`config.mk`:
```
export PLATFORM = sky130hd
export DESIGN_NAME = acrb_top
export DESIGN_NICKNAME = d
export VERILOG_FILES = /design/src/logic/acrb_pkg.sv /design/src/logic/acrb_top.sv
export SDC_FILE = /design/constraint.sdc
export NUM_CORES = 1
export LEC_CHECK = 0
export ABC_CLOCK_PERIOD_IN_PS = 3100
export CAP_MARGIN = 20
export CORE_ASPECT_RATIO = 1.2
export CORE_UTILIZATION = 35
export CTS_BUF_LIST = sky130_fd_sc_hd__clkbuf_2
export CTS_CLUSTER_DIAMETER = 200
export DETAILED_ROUTE_END_ITERATION = 10
export DONT_BUFFER_PORTS = 1
export SLEW_MARGIN = 40
export SYNTH_ARGS = -nofsm -noshare
export SYNTH_HDL_FRONTEND = slang
export SYNTH_SLANG_ARGS = --single-unit
```
`constraint.sdc`:
```
create_clock -name clk_in -period 3.1 [get_ports clk_in]
set_input_delay 0.775 -clock clk_in [delete_from_list [all_inputs] [get_ports clk_in]]
set_output_delay 0.775 -clock clk_in [all_outputs]
set_load 0.01 [all_outputs]
```
`src/logic/acrb_pkg.sv`:
```
// Constants, field layout and reset values of the configuration register bank
// Functional notes
// - Maker identity at 0x00C-0x00D is read-only, fixed, writes ignored.
// - Without freeze, streaming steps the address in the chosen direction.
// - With freeze set, every streamed byte uses the same address.
// - Freeze is bit 0 of user port config at 0x010, reset 0x00.
// - Alignment events are processed only while processor enable, bit 6, is set.
// - Bit 5 of clock control zero enables the alignment receiver, reset 0.
// - Bit 4 of clock control zero magnifies the capture position view.
// - Bits 3 to 0 of clock control zero select the alignment delay tap.
// - Bit 2 of clock control one sets sample clock PECL mode.
// - Bit 1 of clock control one sets alignment input PECL mode.
// - Bit 0 of clock control one inverts the internal alignment signal.
// - Clock control one at 0x02A resets to 0x20, upper bits 00100.
// - Capture position occupies 0x02C-0x02E, no reset, measured status.
// - Full scale word A at 0x030-0x031 resets to 0xA000.
// - Full scale word B at 0x032-0x033 resets to 0xA000.
// - Reference bypass register at 0x038 resets to 0x00.
// - Timestamp input control register at 0x03B resets to 0x00.
// - Direction bit 5 of config A: 0 decrements, 1 increments, default 1.
// - Capture position is read-only, 24 bits of edge position.
// - Timestamp control bit 0 enables input, bit 1 selects PECL.
`default_nettype none
package acrb_pkg;
	localparam int ADDR_W = 15;
	localparam int HDR_BITS = 24;
	localparam int BYTE_BITS = 8;
	localparam logic [ADDR_W-1:0] ADR_CFG_A   = 15'h0000;
	localparam logic [ADDR_W-1:0] ADR_REV     = 15'h0006;
	localparam logic [ADDR_W-1:0] ADR_MAKER   = 15'h000C;
	localparam logic [ADDR_W-1:0] ADR_USR     = 15'h0010;
	localparam logic [ADDR_W-1:0] ADR_CLK0    = 15'h0029;
	localparam logic [ADDR_W-1:0] ADR_CLK1    = 15'h002A;
	localparam logic [ADDR_W-1:0] ADR_POS     = 15'h002C;
	localparam logic [ADDR_W-1:0] ADR_FSA     = 15'h0030;
	localparam logic [ADDR_W-1:0] ADR_FSB     = 15'h0032;
	localparam logic [ADDR_W-1:0] ADR_BYP     = 15'h0038;
	localparam logic [ADDR_W-1:0] ADR_TS      = 15'h003B;
	localparam int BIT_DIR = 5;
	localparam int BIT_SDO_ACT = 4;
	localparam int BIT_HOLD = 0;
	localparam int BIT_PROC = 6;
	localparam int BIT_RECV = 5;
	localparam int BIT_MAG = 4;
	localparam int SEL_LSB = 0;
	localparam int SEL_W = 4;
	localparam int BIT_DEV_PECL = 2;
	localparam int BIT_ALN_PECL = 1;
	localparam int BIT_FLIP = 0;
	localparam int BIT_BYPASS = 0;
	localparam int BIT_TS_EN = 0;
	localparam int BIT_TS_PECL = 1;
	localparam logic       DIR_RST  = 1'h1;
	localparam logic       HOLD_RST = 1'h0;
	localparam logic [7:0] CLK0_RST = 8'h00;
	localparam logic [7:0] CLK1_RST = 8'h20;
	localparam logic [15:0] FS_RST  = 16'hA000;
	localparam logic [7:0] BYP_RST  = 8'h00;
	localparam logic [7:0] TS_RST   = 8'h00;
	typedef enum logic [1:0] {
		ST_CMD  = 2'b01,
		ST_DATA = 2'b10
	} acrb_state_e;
endpackage : acrb_pkg
`default_nettype wire

```
`src/logic/acrb_top.sv`:
```
// Configuration register bank behind a 4-wire serial port
`default_nettype none
module acrb_top #(
	parameter logic [15:0] MAKER_ID = 16'h5A3C, // Arbitrary value
	parameter logic [7:0]  REVISION = 8'h11     // Arbitrary value
) (
	input  wire logic        clk_in,
	input  wire logic        rst_n_in,
	input  wire logic        spi_cs_n_in,
	input  wire logic        spi_sclk_in,
	input  wire logic        spi_sdi_in,
	output logic             spi_sdo_out,
	output logic             spi_sdo_oe_out,
	input  wire logic        alignment_in,
	input  wire logic [23:0] alignment_edge_position_in,
	output logic             alignment_event_out,
	output logic             alignment_receiver_enable_out,
	output logic             alignment_processor_enable_out,
	output logic             capture_position_magnify_out,
	output logic [3:0]       alignment_delay_select_out,
	output logic             sample_clock_pecl_enable_out,
	output logic             alignment_pecl_enable_out,
	output logic             alignment_polarity_flip_out,
	output logic [15:0]      full_scale_adjust_a_out,
	output logic [15:0]      full_scale_adjust_b_out,
	output logic             reference_bypass_out,
	output logic             timestamp_input_enable_out,
	output logic             timestamp_input_pecl_enable_out
);

	localparam int AW = acrb_pkg::ADDR_W;

	// Pin synchronisers
	logic [2:0]  pin_s1_r;
	logic [2:0]  pin_s2_r;
	logic        aln_s1_r;
	logic        aln_s2_r;
	logic [23:0] pos_s1_r;
	logic [23:0] pos_s2_r;
	logic        sclk_d_r;

	always_ff @(posedge clk_in or negedge rst_n_in) begin
		if (!rst_n_in) begin
			pin_s1_r <= 3'h4;
			pin_s2_r <= 3'h4;
			aln_s1_r <= 1'h0;
			aln_s2_r <= 1'h0;
			pos_s1_r <= 24'h000000;
			pos_s2_r <= 24'h000000;
			sclk_d_r <= 1'h0;
		end else begin
			pin_s1_r <= {spi_cs_n_in, spi_sclk_in, spi_sdi_in};
			pin_s2_r <= pin_s1_r;
			aln_s1_r <= alignment_in;
			aln_s2_r <= aln_s1_r;
			pos_s1_r <= alignment_edge_position_in;
			pos_s2_r <= pos_s1_r;
			sclk_d_r <= pin_s2_r[1];
		end
	end

	logic cs_act;
	logic sdi;
	logic sclk_rise;
	logic sclk_fall;

	assign cs_act    = !pin_s2_r[2];
	assign sdi       = pin_s2_r[0];
	assign sclk_rise = cs_act && pin_s2_r[1] && !sclk_d_r;
	assign sclk_fall = cs_act && !pin_s2_r[1] && sclk_d_r;

	// Frame sequencer
	acrb_pkg::acrb_state_e state_r;
	logic [4:0]  cnt_r;
	logic [23:0] sh_r;
	logic        hdr_last;
	logic        byte_done;
	logic [7:0]  rx_byte;

	assign hdr_last  = sclk_rise && state_r == acrb_pkg::ST_CMD
		&& cnt_r == 5'(acrb_pkg::HDR_BITS - 1);
	assign byte_done = sclk_rise && state_r == acrb_pkg::ST_DATA
		&& cnt_r == 5'(acrb_pkg::BYTE_BITS - 1);
	assign rx_byte   = {sh_r[6:0], sdi};

	always_ff @(posedge clk_in or negedge rst_n_in) begin
		if (!rst_n_in) begin
			state_r <= acrb_pkg::ST_CMD;
			cnt_r   <= 5'h00;
		end else if (!cs_act) begin
			state_r <= acrb_pkg::ST_CMD;
			cnt_r   <= 5'h00;
		end else if (sclk_rise) begin
			case (state_r)
				acrb_pkg::ST_CMD: begin
					if (hdr_last) begin
						state_r <= acrb_pkg::ST_DATA;
						cnt_r   <= 5'h00;
					end else begin
						cnt_r <= cnt_r + 5'h01;
					end
				end
				acrb_pkg::ST_DATA: begin
					if (byte_done) begin
						cnt_r <= 5'h00;
					end else begin
						cnt_r <= cnt_r + 5'h01;
					end
				end
				default: begin
					state_r <= acrb_pkg::ST_CMD;
					cnt_r   <= 5'h00;
				end
			endcase
		end
	end

	always_ff @(posedge clk_in or negedge rst_n_in) begin
		if (!rst_n_in) begin
			sh_r <= 24'h000000;
		end else if (sclk_rise) begin
			sh_r <= {sh_r[22:0], sdi};
		end
	end

	// Command and streaming address
	logic          rd_r;
	logic [AW-1:0] addr_r;
	logic          dir_up_r;
	logic          hold_r;

	always_ff @(posedge clk_in or negedge rst_n_in) begin
		if (!rst_n_in) begin
			rd_r <= 1'h0;
		end else if (hdr_last) begin
			rd_r <= sh_r[22];
		end
	end

	always_ff @(posedge clk_in or negedge rst_n_in) begin
		if (!rst_n_in) begin
			addr_r <= '0;
		end else if (hdr_last) begin
			addr_r <= {sh_r[13:0], sdi};
		end else if (byte_done && !hold_r) begin
			if (dir_up_r) begin
				addr_r <= addr_r + AW'(1);
			end else begin
				addr_r <= addr_r - AW'(1);
			end
		end
	end

	// Register writes
	logic        we;
	logic [7:0]  clk0_r;
	logic [7:0]  clk1_r;
	logic [15:0] fsa_r;
	logic [15:0] fsb_r;
	logic [7:0]  byp_r;
	logic [7:0]  ts_r;

	assign we = byte_done && !rd_r;

	always_ff @(posedge clk_in or negedge rst_n_in) begin
		if (!rst_n_in) begin
			dir_up_r <= acrb_pkg::DIR_RST;
			hold_r   <= acrb_pkg::HOLD_RST;
			clk0_r   <= acrb_pkg::CLK0_RST;
			clk1_r   <= acrb_pkg::CLK1_RST;
			fsa_r    <= acrb_pkg::FS_RST;
			fsb_r    <= acrb_pkg::FS_RST;
			byp_r    <= acrb_pkg::BYP_RST;
			ts_r     <= acrb_pkg::TS_RST;
		end else if (we) begin
			if (addr_r == acrb_pkg::ADR_CFG_A) begin
				dir_up_r <= rx_byte[acrb_pkg::BIT_DIR];
			end else if (addr_r == acrb_pkg::ADR_USR) begin
				hold_r <= rx_byte[acrb_pkg::BIT_HOLD];
			end else if (addr_r == acrb_pkg::ADR_CLK0) begin
				clk0_r <= rx_byte;
			end else if (addr_r == acrb_pkg::ADR_CLK1) begin
				clk1_r <= rx_byte;
			end else if (addr_r == acrb_pkg::ADR_FSA) begin
				fsa_r[7:0] <= rx_byte;
			end else if (addr_r == acrb_pkg::ADR_FSA + AW'(1)) begin
				fsa_r[15:8] <= rx_byte;
			end else if (addr_r == acrb_pkg::ADR_FSB) begin
				fsb_r[7:0] <= rx_byte;
			end else if (addr_r == acrb_pkg::ADR_FSB + AW'(1)) begin
				fsb_r[15:8] <= rx_byte;
			end else if (addr_r == acrb_pkg::ADR_BYP) begin
				byp_r <= rx_byte;
			end else if (addr_r == acrb_pkg::ADR_TS) begin
				ts_r <= rx_byte;
			end
		end
	end

	// Read data select
	logic [7:0] rd_data;

	always_comb begin
		rd_data = 8'h00;
		if (addr_r == acrb_pkg::ADR_CFG_A) begin
			rd_data[acrb_pkg::BIT_DIR]     = dir_up_r;
			rd_data[acrb_pkg::BIT_SDO_ACT] = 1'h1;
		end else if (addr_r == acrb_pkg::ADR_REV) begin
			rd_data = REVISION;
		end else if (addr_r == acrb_pkg::ADR_MAKER) begin
			rd_data = MAKER_ID[7:0];
		end else if (addr_r == acrb_pkg::ADR_MAKER + AW'(1)) begin
			rd_data = MAKER_ID[15:8];
		end else if (addr_r == acrb_pkg::ADR_USR) begin
			rd_data[acrb_pkg::BIT_HOLD] = hold_r;
		end else if (addr_r == acrb_pkg::ADR_CLK0) begin
			rd_data = clk0_r;
		end else if (addr_r == acrb_pkg::ADR_CLK1) begin
			rd_data = clk1_r;
		end else if (addr_r == acrb_pkg::ADR_POS) begin
			rd_data = pos_s2_r[7:0];
		end else if (addr_r == acrb_pkg::ADR_POS + AW'(1)) begin
			rd_data = pos_s2_r[15:8];
		end else if (addr_r == acrb_pkg::ADR_POS + AW'(2)) begin
			rd_data = pos_s2_r[23:16];
		end else if (addr_r == acrb_pkg::ADR_FSA) begin
			rd_data = fsa_r[7:0];
		end else if (addr_r == acrb_pkg::ADR_FSA + AW'(1)) begin
			rd_data = fsa_r[15:8];
		end else if (addr_r == acrb_pkg::ADR_FSB) begin
			rd_data = fsb_r[7:0];
		end else if (addr_r == acrb_pkg::ADR_FSB + AW'(1)) begin
			rd_data = fsb_r[15:8];
		end else if (addr_r == acrb_pkg::ADR_BYP) begin
			rd_data = byp_r;
		end else if (addr_r == acrb_pkg::ADR_TS) begin
			rd_data = ts_r;
		end
	end

	// Serial output, changed on falling clock
	logic       load_r;
	logic [7:0] tx_r;

	always_ff @(posedge clk_in or negedge rst_n_in) begin
		if (!rst_n_in) begin
			load_r <= 1'h0;
			tx_r   <= 8'h00;
		end else begin
			load_r <= hdr_last || byte_done;
			if (load_r) begin
				tx_r <= rd_data;
			end
		end
	end

	always_ff @(posedge clk_in or negedge rst_n_in) begin
		if (!rst_n_in) begin
			spi_sdo_out    <= 1'h0;
			spi_sdo_oe_out <= 1'h0;
		end else begin
			spi_sdo_oe_out <= cs_act && rd_r && state_r == acrb_pkg::ST_DATA;
			if (!cs_act) begin
				spi_sdo_out <= 1'h0;
			end else if (sclk_fall && rd_r && state_r == acrb_pkg::ST_DATA) begin
				spi_sdo_out <= tx_r[~cnt_r[2:0]];
			end
		end
	end

	// Alignment event path
	logic aln_lvl;
	logic aln_d_r;
	logic aln_en;

	assign aln_lvl = aln_s2_r ^ clk1_r[acrb_pkg::BIT_FLIP];
	assign aln_en  = clk0_r[acrb_pkg::BIT_RECV]
		&& clk0_r[acrb_pkg::BIT_PROC];

	always_ff @(posedge clk_in or negedge rst_n_in) begin
		if (!rst_n_in) begin
			aln_d_r             <= 1'h0;
			alignment_event_out <= 1'h0;
		end else begin
			aln_d_r             <= aln_lvl;
			alignment_event_out <= aln_en && aln_lvl && !aln_d_r;
		end
	end

	// Control outputs
	assign alignment_receiver_enable_out   = clk0_r[acrb_pkg::BIT_RECV];
	assign alignment_processor_enable_out  = clk0_r[acrb_pkg::BIT_PROC];
	assign capture_position_magnify_out    = clk0_r[acrb_pkg::BIT_MAG];
	assign alignment_delay_select_out      =
		clk0_r[acrb_pkg::SEL_LSB +: acrb_pkg::SEL_W];
	assign sample_clock_pecl_enable_out    = clk1_r[acrb_pkg::BIT_DEV_PECL];
	assign alignment_pecl_enable_out       = clk1_r[acrb_pkg::BIT_ALN_PECL];
	assign alignment_polarity_flip_out     = clk1_r[acrb_pkg::BIT_FLIP];
	assign full_scale_adjust_a_out         = fsa_r;
	assign full_scale_adjust_b_out         = fsb_r;
	assign reference_bypass_out            = byp_r[acrb_pkg::BIT_BYPASS];
	assign timestamp_input_enable_out      = ts_r[acrb_pkg::BIT_TS_EN];
	assign timestamp_input_pecl_enable_out = ts_r[acrb_pkg::BIT_TS_PECL];
endmodule : acrb_top
`default_nettype wire
```
* Word level (Yosys, flattened, before mapping)
Cells that the tools add are included.
** Word-level totals
- Register bits :: 182
- Bits in latches :: 0
- Bits in writable memories :: 0
- ROM bits :: 0
- Output and inout bits :: 48
- Word-level logic and storage cells :: 138
- Memories :: 0
** Cells by class
- Add/subtract/negate cells :: 3
- $mul :: 0
- Div/mod/pow operators :: 0
- $lt $le $gt $ge :: 1
- Equality and inequality tests :: 21
- Shifts and indexed selects :: 0
- Muxes and demuxes :: 35
- Bitwise logic cells :: 11
- Reductions and logical operators :: 39
** Operators by type and width (number)
- $eq 15x6->1 const B :: 11
- $mux 8 :: 14
- $mux 15 :: 3
- $eq 15x4->1 const B :: 2
- $mux 5 :: 4
- $logic_and 1x1->1 :: 17
- $add 15x1->15 const B :: 1
- $eq 15x3->1 const B :: 1
- $eq 15x5->1 const B :: 1
- $logic_not 15->1 :: 1
- $sub 15x1->15 const B :: 1
- $reduce_and 11->1 :: 1
- $mux 2 :: 5
- $pmux 5 s2 :: 1
- $reduce_and 10->1 :: 1
- $not 1->1 :: 9
- $reduce_and 9->1 :: 1
- $reduce_and 8->1 :: 1
- $mux 7 :: 1
- $reduce_and 7->1 :: 1
- $logic_not 1->1 :: 6
- $reduce_and 3->1 :: 2
- $reduce_and 6->1 :: 1
- $reduce_bool 2->1 :: 3
- other kinds (18) :: 21

* Longest topological paths before layout
Gate-level depths: netlist of the first run.
- Depth in word-level cells :: 17
- Gate-level depth with buffers :: 11

* Worst setup path after synthesis of the first run
OpenSTA, ideal clock, no wires.
- Kind :: register to register
- Start :: reg pin_s2_r[2]
- End :: reg fsb_r[10] (netlist: full_scale_adjust_b_out[10])
- Library setup time :: 0.125 ns
- Arrival time :: 2.542 ns
- Path slack :: 0.433 ns
- Cell stages (with the launch flop) :: 11
- Path buffers :: 2
- Period minus slack after synthesis :: 2.667 ns
- Path through :: dfstp_2 or3b_1 buf_2 nor3_2 nand3b_1 or2_0 buf_2 nor2_4 nand4_4 nor3_4 mux2_2
** Between the ends
- Longest elaborated chain between the ends :: 7
** RTL lines
- from (decl) :: line acrb_top.sv:35 : logic [2:0] pin_s2_r;
- from (signal assigned) :: line acrb_top.sv:53 : pin_s2_r <= pin_s1_r;
- $logic_not 1->1 :: line acrb_top.sv:67 : assign cs_act = !pin_s2_r[2];
- $logic_and 1x1->1 (2 in a row) :: line acrb_top.sv:69 : assign sclk_rise = cs_act && pin_s2_r[1] && !sclk_d_r;
- $logic_and 1x1->1 :: line acrb_top.sv:82 : assign byte_done = sclk_rise && state_r == acrb_pkg::ST_DATA
- $logic_and 1x1->1 :: line acrb_top.sv:83 : && cnt_r == 5'(acrb_pkg::BYTE_BITS - 1);
- $logic_and 1x1->1 :: line acrb_top.sv:163 : assign we = byte_done && !rd_r;
- $reduce_and 9->1 (no line)
- to (signal assigned) :: line acrb_top.sv:172 : fsb_r <= acrb_pkg::FS_RST;
- to (signal assigned) :: line acrb_top.sv:191 : fsb_r[15:8] <= rx_byte;
- to (decl) :: line acrb_top.sv:159 : logic [15:0] fsb_r;
No other way between the ends.
A chain may end at the register's enable or synchronous reset.

* Worst setup path in the final report of the first run
- Start :: reg addr_r[10]
- End :: reg tx_r[2]
** Between the ends
- Longest elaborated chain between the ends :: 17
** RTL lines
- from (decl) :: line acrb_top.sv:128 : logic [AW-1:0] addr_r;
- from (signal assigned) :: line acrb_top.sv:144 : addr_r <= {sh_r[13:0], sdi};
- from (signal assigned) :: line acrb_top.sv:147 : addr_r <= addr_r + AW'(1);
- from (signal assigned) :: line acrb_top.sv:149 : addr_r <= addr_r - AW'(1);
- $eq 15x6->1 :: line acrb_top.sv:236 : end else if (addr_r == acrb_pkg::ADR_TS) begin
- $mux 8 :: line acrb_top.sv:236
- $mux 8 :: line acrb_top.sv:234 : end else if (addr_r == acrb_pkg::ADR_BYP) begin
- $mux 8 :: line acrb_top.sv:232 : end else if (addr_r == acrb_pkg::ADR_FSB + AW'(1)) begin
- $mux 8 :: line acrb_top.sv:230 : end else if (addr_r == acrb_pkg::ADR_FSB) begin
- $mux 8 :: line acrb_top.sv:228 : end else if (addr_r == acrb_pkg::ADR_FSA + AW'(1)) begin
- $mux 8 :: line acrb_top.sv:226 : end else if (addr_r == acrb_pkg::ADR_FSA) begin
- $mux 8 :: line acrb_top.sv:224 : end else if (addr_r == acrb_pkg::ADR_POS + AW'(2)) begin
- $mux 8 :: line acrb_top.sv:222 : end else if (addr_r == acrb_pkg::ADR_POS + AW'(1)) begin
- $mux 8 :: line acrb_top.sv:220 : end else if (addr_r == acrb_pkg::ADR_POS) begin
- $mux 8 :: line acrb_top.sv:218 : end else if (addr_r == acrb_pkg::ADR_CLK1) begin
- $mux 8 :: line acrb_top.sv:216 : end else if (addr_r == acrb_pkg::ADR_CLK0) begin
- $mux 7 :: line acrb_top.sv:214 : end else if (addr_r == acrb_pkg::ADR_USR) begin
- $mux 8 :: line acrb_top.sv:212 : end else if (addr_r == acrb_pkg::ADR_MAKER + AW'(1)) begin
- $mux 8 :: line acrb_top.sv:210 : end else if (addr_r == acrb_pkg::ADR_MAKER) begin
- $mux 8 :: line acrb_top.sv:208 : end else if (addr_r == acrb_pkg::ADR_REV) begin
- $mux 4 * :: line acrb_top.sv:205 : if (addr_r == acrb_pkg::ADR_CFG_A) begin
- to (signal assigned) :: line acrb_top.sv:252 : tx_r <= rd_data;
- to (decl) :: line acrb_top.sv:243 : logic [7:0] tx_r;
Mark *: on every way between the ends. The rest lies on a longest branch, timed or not.

==> results.json, run 1 <==
{
  "grt_max_degree": 183,
  "clk_pin_slew_ps": 290,
  "routed_wl_um": 19900,
  "dieArea_um2": 23400,
  "end_kind": "register",
  "nFillCells": 2164,
  "die_h_um": 168,
  "multi_input_area_um2": 3230,
  "syn_area_um2": 7990,
  "drt-vias-per-instance": 5.38,
  "maxCapViolations": 0,
  "ios": 78,
  "drt-initial-drc-count": 376,
  "drv_slew": 0,
  "ys_warn_count": 0,
  "clk_latency_ps": 760,
  "power_leakage_nw": 4.15,
  "grt_pass1_wl_um": 31700,
  "cts.htree.levels": 4,
  "grt_usage_pct": 17.7,
  "critPathMaxFanout": 10,
  "drc": 0,
  "avgSynthCellArea_um2": 11.4,
  "clockBufferDepth": 2,
  "row_count": 60,
  "ys_seq_area_share_pct": 57.1,
  "detailed_place_hpwl_um": 13900,
  "cts_resized": 0,
  "syn-instance-count": 703,
  "hold_ws_ps": -346,
  "holdCritPathClass": "primary input to async pin",
  "cts_tree": "yes",
  "postCtsHoldBufs": 28,
  "seqCellArea_um2": 4570,
  "layout_commonest_cell": "dfrtp_1",
  "initial_core_util_pct": 35.6,
  "min_period_ps": 2960,
  "yosysUniqueCellTypes": 72,
  "post_cts_buffers": 0,
  "drive_gt1_share_pct": 20.4,
  "syn_to_final_growth_pct": 11.7,
  "ys.flop_type": "dfrtp_1",
  "core_area_um2": 22400,
  "fin_ws_ps": 145,
  "clock-sinks": 182,
  "fmax_mhz": 338,
  "tns_ps": 0,
  "grt_pass1_vias": 5534,
  "port_buffers": 0,
  "first_pass_iters": 5,
  "setup_viol": 0,
  "ys_seq_elements": 182,
  "post-place-ws_ps": 200,
  "vias": 5572,
  "overflow": 0,
  "finalClockSkew_ps": 46.7,
  "critPathKind": "register to register",
  "hold_viol_final": 181,
  "worstMarginPinSlew_ps": 784,
  "period_share_pct": 95.3,
  "cts_root_buffer": "clkbuf_2",
  "power.density_nw_per_um2": 430,
  "grt_setup_unrepaired": "false",
  "layout_common_cells": "dfrtp_1 (173), nand2_1 (106), mux2_2 (64)",
  "outcome": "complete, but fails checks",
  "setup.worst_path.start_class": "register",
  "synth_edf_count": 0,
  "wire_per_inst_um": 19.2,
  "gp_congestion": 0.867,
  "ant_nets": 0,
  "critPathRequiredTime_ps": 3760,
  "failed_checks": "negative hold slack",
  "synthArstFlopShare_pct": 100,
  "cts_buffers": 17,
  "antenna_found_initial": 1,
  "final_nets": 790,
  "arrival_ps": 3620,
  "max-vdd-ir-drop_uv": 321,
  "slew_headroom_pct": 47.6,
  "syn_nets": 750,
  "die_x_um": 140
}
[cells by family after synthesis]
| group | share of synthesized area [%] |
|---|---|
| DFF | 57.1 |
| AOI/OAI and AO/OA | 11.0 |
| adders and majority gates | 2.76 |
| xor gates and xnor gates | 1.32 |
| buffers and inverters | 2.49 |
| and+or+nand+nor | 15.2 |
| muxes | 10.1 |
[layout make-up]
class	count	area share (%)
Timing Repair Buffer	59	5.75
Multi-Input combinational cell	473	36.1
Clock inverter	14	1.57
Antenna cell	1	0.0280
Clock buffer	18	1.01
Sequential cell	182	51.2
Tap cell	279	3.91
Inverter	10	0.421
[final timing paths]
check                      cells after the start  slack [ps]               endpoint                   start
max reg2reg                                    9         140    tx_r[2]$_DFFE_PN0P_  addr_r[10]$_DFFE_PN0P_
min reg2reg                                    0         360  pos_s2_r[5]$_DFF_PN0_   pos_s1_r[5]$_DFF_PN0_
min                                            0        -350  pin_s1_r[1]$_DFF_PN0_                rst_n_in
max                                            9         140    tx_r[2]$_DFFE_PN0P_  addr_r[10]$_DFFE_PN0P_
max in group asynchronous                      0        3070  clk1_r[5]$_DFFE_PN1P_                rst_n_in
min in group clk_in                            0         360  pos_s2_r[5]$_DFF_PN0_   pos_s1_r[5]$_DFF_PN0_
[sequential cells by signal, indices dropped and copies added (netlist names), 2 cells and up]
signal,count
addr_r,15
byp_r,8
clk0_r,8
clk1_r,8
cnt_r,5
full_scale_adjust_a_out,16
full_scale_adjust_b_out,16
pin_s1_r,3
pin_s2_r,3
pos_s1_r,24
pos_s2_r,24
sh_r,23
state_r,2
ts_r,8
tx_r,8
[per-stage QoR]
| step | area (um2) | power [W] | cells | util [%] |
|---|---|---|---|---|
| final | 8920 | 0.00384 | 1036 | 39.8 |
| after global routing | 8920 | 0.00399 | 1036 | 39.8 |
| after CTS | 8920 | 0.00388 | 1035 | 39.7 |
| after detailed placement | 8410 | 0.00266 | 975 | 37.5 |
| after global placement | 8410 | 0.00266 | 975 | 37.5 |
| after floorplan | 7990 | 0.00258 | 703 | - |
[critical path, stage by stage, from the launching register on]
cell and delay (ps):
dfrtp_1 470, nor4_1 360, buf_4 190, nand2_1 120
or4b_1 790, o22ai_1 300, a211o_1 170, a21oi_1 90
o31ai_1 260, o21ai_0 130
[per-layer routing]
metal	share of wire, %	wire [um]	track usage (%)	up-vias
met3	4.9	969	3.97	27
met5	0	0	0	-
li1	-	-	-	2608
met4	2.0	397	6.31	0
met1	42	8440	21.8	2789
met2	51	10100	30.5	148
[cell usage after synthesis, types with 5 or more instances]
cell | number | share of area [%]
nand4_1 | 5 | 0.39
a21o_1 | 5 | 0.47
ha_1 | 16 | 2.5
nor2_1 | 41 | 1.9
nand2_1 | 106 | 5.0
nor2b_1 | 5 | 0.39
a31oi_1 | 6 | 0.47
dfstp_2 | 9 | 3.0
inv_1 | 10 | 0.47
xor2_1 | 5 | 0.55
o21ai_0 | 25 | 1.6
a21oi_1 | 23 | 1.4
mux2_2 | 64 | 9.0
a211oi_1 | 6 | 0.56
or3_1 | 6 | 0.47
nor4_1 | 5 | 0.39
nand3_1 | 13 | 0.81
clkbuf_1 | 30 | 1.4
nor3_1 | 18 | 1.1
or2_2 | 7 | 0.55
dfrtp_1 | 173 | 54
xnor2_1 | 7 | 0.77
or4_1 | 8 | 0.75
a22oi_1 | 11 | 1.0
o22ai_1 | 17 | 1.3
a221oi_1 | 5 | 0.55
[report_power, final]
group | switching, W | internal (W)
Clock | 0.000872 | 0.000316
Sequential | 0.000128 | 0.00244
Combinational | 0.0000305 | 0.0000450
(Power assumes the default switching activity.)
==> run 2: changes to the inputs <==
==> constraint.sdc (replaced) <==
create_clock -name clk_in -period 3.1 [get_ports clk_in]
set_input_delay 0.775 -clock clk_in [delete_from_list [all_inputs] [get_ports clk_in]]
set_output_delay 0.775 -clock clk_in [all_outputs]
set_load 0.005 [all_outputs]
==> run 2 against run 1 <==
The run still ends with negative hold slack left. Clock power about the same. Final cell count about the same. Critical endpoint is now tx_r[1]$_DFFE_PN0P_. Largest cell class unchanged. Die area stayed put. First-iteration DRC count up 16%. Sequential power about the same. Sequential share of layout area fell by 0.079 points.
==> results.json, run 2 (same netlist as run 1, synthesis figures left out) <==
{
  "outcome": "complete, but fails checks",
  "failed_checks": "negative hold slack",
  "dieArea_um2": 23400,
  "critPathRequiredTime_ps": 3780,
  "overflow": 0,
  "grt_pass1_wl_um": 31800,
  "clock-sinks": 182,
  "port_buffers": 0,
  "wire_per_inst_um": 19.2,
  "die_x_um": 140,
  "maxCapViolations": 0,
  "fin_ws_ps": 198,
  "critPathMaxFanout": 10,
  "drc": 0,
  "crit_path_cell_trace": "nor4_1, buf_4, nand2_1, or4b_1, o221a_2, a21oi_1, o21ai_1, a22o_1",
  "drv_slew": 0,
  "nFillCells": 2133,
  "grt_pass1_vias": 5570,
  "power.density_nw_per_um2": 427,
  "finalCoreUtilization_pct": 39.8,
  "finalClockSkew_ps": 54.4,
  "top_layer": "met4",
  "worstMarginPinSlew_ps": 808,
  "grt_max_degree": 183,
  "syn_to_final_growth_pct": 11.9,
  "grt_usage_pct": 17.8,
  "cts.htree.levels": 4,
  "setup.worst_path.start_class": "register",
  "cts_root_buffer": "clkbuf_2",
  "drive_gt1_share_pct": 20.8,
  "wl_met1_um": 8570,
  "initial_core_util_pct": 35.6,
  "dpl_cell_area_um2": 8410,
  "ios": 78,
  "drt-initial-drc-count": 435,
  "clockBufferDepth": 2,
  "clk_pin_slew_ps": 320,
  "grt_setup_unrepaired": "false",
  "antenna_found_initial": 1,
  "fin_area_um2": 8940,
  "min_period_ps": 2900,
  "slew_headroom_pct": 46.0,
  "layout_commonest_cell": "dfrtp_1",
  "max-vdd-ir-drop_uv": 324,
  "end_kind": "register",
  "power_leakage_nw": 4.15,
  "post-place-ws_ps": 228,
  "cts_buffers": 17,
  "clk_latency_ps": 780,
  "period_share_pct": 93.6,
  "vias": 5591,
  "met2_length_um": 10000,
  "slowest_stage": "or4b_1",
  "gp_congestion": 0.868,
  "critPathKind": "register to register",
  "holdCritPathClass": "primary input to async pin",
  "fmax_mhz": 345,
  "die_h_um": 168,
  "routed_wl_um": 19900,
  "row_count": 60,
  "arrival_ps": 3580,
  "layout_common_cells": "dfrtp_1 (173), nand2_1 (106), mux2_2 (64)",
  "route.met3.wl_um": 956,
  "hold_viol_final": 179,
  "reg_top3": "pos_s1_r (24), pos_s2_r (24), sh_r (23)",
  "drt-vias-per-instance": 5.39,
  "postCtsHoldBufs": 28,
  "tns_ps": 0,
  "detailed_place_hpwl_um": 13900,
  "slowest_delay_ps": 780,
  "hold_ws_ps": -371,
  "post_cts_buffers": 0,
  "final_nets": 790,
  "core_area_um2": 22400,
  "first_pass_iters": 4,
  "cts_tree": "yes",
  "ant_nets": 0,
  "setup_viol": 0
}
==> run 2: cell count changes in the layout (fill, tap and decap cells not counted), moves of 2 or more <==
cell	previous run	this run
clkinv_4	1	3
clkinv_1	2	0
inv_6	4	2
clkinv_8	1	3
==> run 2: area by class of cell <==
cell class	instances	area, um2	area share, %
clock buffer	18	90.1	1.01
multi-input combinational	473	3230	36.2
sequential	182	4570	51.1
tap	279	349	3.91
clock inverter	14	144	1.61
inverter	10	37.5	0.420
timing repair buffer	59	513	5.74
antenna	2	5.00	0.0560
==> run 2: final timing paths <==
check,from,end,slack (ps),cells after the start
max in group asynchronous,rst_n_in,pin_s2_r[2]$_DFF_PN1_,3050,0
min in group clk_in,pos_s1_r[5]$_DFF_PN0_,pos_s2_r[5]$_DFF_PN0_,360,0
max,addr_r[10]$_DFFE_PN0P_,tx_r[1]$_DFFE_PN0P_,200,8
min reg2reg,pos_s1_r[5]$_DFF_PN0_,pos_s2_r[5]$_DFF_PN0_,360,0
min,rst_n_in,pin_s1_r[1]$_DFF_PN0_,-370,0
max reg2reg,addr_r[10]$_DFFE_PN0P_,tx_r[1]$_DFFE_PN0P_,200,8
==> run 2: report_power, final <==
part | internal [W] | switching [W]
combinational | 0.0000450 | 0.0000302
clock | 0.000258 | 0.000912
sequential | 0.00244 | 0.000129
total | 0.00275 | 0.00107
==> run 2: per-stage QoR <==
stage                     power [W]  std cells
after floorplan             0.00258        703
after global placement      0.00266        975
after detailed placement    0.00266        975
after CTS                   0.00387       1035
after global routing        0.00397       1037
final                       0.00382       1037
==> run 2: timing repair <==
action,4_1_cts,5_1_grt
gates resized for setup,0,1
setup endpoints to repair,0,1
hold endpoints to repair,210,182
==> run 2: per-layer routing <==
metal / vias to the layer above / GRT usage [%]
met5: - / 0
met3: 26 / 4.15
li1: 2625 / -
met1: 2808 / 22.4
met2: 132 / 30.0
met4: 0 / 6.21
==> run 2: worst max-delay path: cells and delay by family, from the launching register on <==
family / cells / cell delay (ps)
buffers and inverters: 1 / 180
DFF: 1 / 470
AOI/OAI and AO/OA: 4 / 970
and+or+nand+nor: 3 / 1210
==> run 3: changes to the inputs <==
--- a/config.mk
+++ b/config.mk
@@ -8,6 +8,7 @@
 export ABC_CLOCK_PERIOD_IN_PS = 3100
 export CAP_MARGIN = 20
 export CORE_ASPECT_RATIO = 1.2
+export CORE_MARGIN = 1.5
 export CORE_UTILIZATION = 35
 export CTS_BUF_LIST = sky130_fd_sc_hd__clkbuf_2
 export CTS_CLUSTER_DIAMETER = 200
==> run 3 against run 2 <==
The flow still finishes with violations (negative hold slack). Flip-flop and latch count did not move. Final cell count fell by 0.29%. Non-clock buffer count fell by 1. Via count rose by 0.41%. Largest cell class unchanged.
==> results.json, run 3 (same netlist as run 1, synthesis figures left out) <==
{
  "outcome": "complete, but fails checks",
  "failed_checks": "negative hold slack",
  "slowest_delay_ps": 640,
  "fmax_mhz": 348,
  "finalClockSkew_ps": 33.3,
  "grt_setup_unrepaired": "false",
  "post-place-ws_ps": 197,
  "arrival_ps": 3580,
  "row_count": 60,
  "worstMarginPinSlew_ps": 781,
  "nFillCells": 2116,
  "syn_to_final_growth_pct": 11.7,
  "crit_buf_inv": 0,
  "critPathTopFamily": "simple AND/OR/NAND/NOR gates",
  "port_buffers": 0,
  "drive_gt1_share_pct": 20.4,
  "cts_tree": "yes",
  "ant_nets": 0,
  "layout_common_cells": "dfrtp_1 (173), nand2_1 (106), mux2_2 (64)",
  "postCtsHoldBufs": 28,
  "min_period_ps": 2870,
  "cts.htree.levels": 4,
  "seqCellArea_um2": 4570,
  "top_layer": "met4",
  "wire_per_inst_um": 19.6,
  "routed_wl_um": 20200,
  "critPathKind": "register to register",
  "drv_slew": 0,
  "core_area_um2": 22400,
  "clockBufferDepth": 2,
  "power_leakage_nw": 4.16,
  "hold_viol_final": 181,
  "crit_path_cell_trace": "or3b_1, nor3_2, nand3b_1, or2_0, nor2_4, nand4_4, nor2b_1, mux2_2",
  "slew_headroom_pct": 47.9,
  "setup_viol": 0,
  "cts_buffers": 17,
  "dieArea_um2": 23700,
  "clk_pin_slew_ps": 270,
  "reg_top3": "pos_s1_r (24), pos_s2_r (24), sh_r (23)",
  "p_total_w": 0.00390,
  "maxCapViolations": 0,
  "fin_ws_ps": 228,
  "detailed_place_hpwl_um": 14000,
  "met2_length_um": 10300,
  "gp_congestion": 0.862,
  "drt-vias-per-instance": 5.43,
  "drc": 0,
  "grt_usage_pct": 17.7,
  "layout_commonest_cell": "dfrtp_1",
  "initial_core_util_pct": 35.6,
  "max-vdd-ir-drop_uv": 386,
  "clk_latency_ps": 780,
  "hold_ws_ps": -358,
  "tns_ps": 0,
  "cts_root_buffer": "clkbuf_2",
  "first_pass_iters": 5,
  "vias": 5614,
  "critPathMaxFanout": 8,
  "power.density_nw_per_um2": 437,
  "final_nets": 789,
  "post_cts_buffers": 0,
  "holdCritPathClass": "primary input to async pin",
  "grt_max_degree": 183,
  "overflow": 0,
  "slowest_stage": "nor2b_1",
  "antenna_found_initial": 1,
  "die_h_um": 169,
  "setup.worst_path.start_class": "register",
  "route.met3.wl_um": 887,
  "clock-sinks": 182,
  "wl_met1_um": 8590,
  "ios": 78,
  "period_share_pct": 92.6,
  "critPathRequiredTime_ps": 3810,
  "grt_pass1_vias": 5650,
  "drt-initial-drc-count": 390,
  "end_kind": "register",
  "grt_pass1_wl_um": 32100,
  "reg2reg_setup_slack_ps": 230,
  "die_x_um": 141,
  "multi_input_area_um2": 3230
}
## run 3: cell count changes in the layout (fill, tap and decap cells not counted), sizes merged
cell / change
clkinv: -7
diode: -1
inv: +2
clkbuf: +2
buf: -1
bufinv: +2
## run 3: final cells by class
class                      instances  area share, %
sequential                       182           51.1
multi-input combinational        473           36.2
timing repair buffer              58           5.66
tap                              279           3.91
clock inverter                    11           1.54
clock buffer                      20           1.12
inverter                          10          0.420
antenna                            1         0.0280
## run 3: what timing repair did
| action | CTS | global route |
|---|---|---|
| gates resized for setup | 0 | 2 |
| setup endpoints to repair | 0 | 1 |
| endpoints found under the hold margin | 210 | 182 |
## run 3: worst paths after layout
kind,from,end,cells after the start
max,pin_s2_r[2]$_DFF_PN1_,full_scale_adjust_b_out[3]$_DFFE_PN0P_,8
min,rst_n_in,pin_s1_r[1]$_DFF_PN0_,0
max reg2reg,pin_s2_r[2]$_DFF_PN1_,full_scale_adjust_b_out[3]$_DFFE_PN0P_,8
min reg2reg,aln_s1_r$_DFF_PN0_,aln_s2_r$_DFF_PN0_,0
max in group asynchronous,rst_n_in,dir_up_r$_DFFE_PN1P_,0
min in group clk_in,aln_s1_r$_DFF_PN0_,aln_s2_r$_DFF_PN0_,0
## run 3: metal layers
layer,global-route usage [%],up-vias
li1,-,2611
met1,21.7,2853
met2,30.6,125
met3,3.59,25
met4,6.88,0
met5,0,-
## run 3: report_power, final
part | switching, W | total, W | leakage, nW | internal [W]
registers | 0.000129 | 0.00257 | 2.37 | 0.00244
clock network | 0.000852 | 0.00125 | 0.148 | 0.000398
logic | 0.0000304 | 0.0000754 | 1.63 | 0.0000450
## run 3: metrics by stage
step                hold WS [ps]  instance area, um2  utilization, %  cells
floorplan                    331                7990               -    703
global placement             332                8400            37.4    974
detailed placement           336                8400            37.4    974
CTS                         -429                8920            39.7   1033
global route                -430                8930            39.8   1034
finish                      -358                8930            39.8   1034
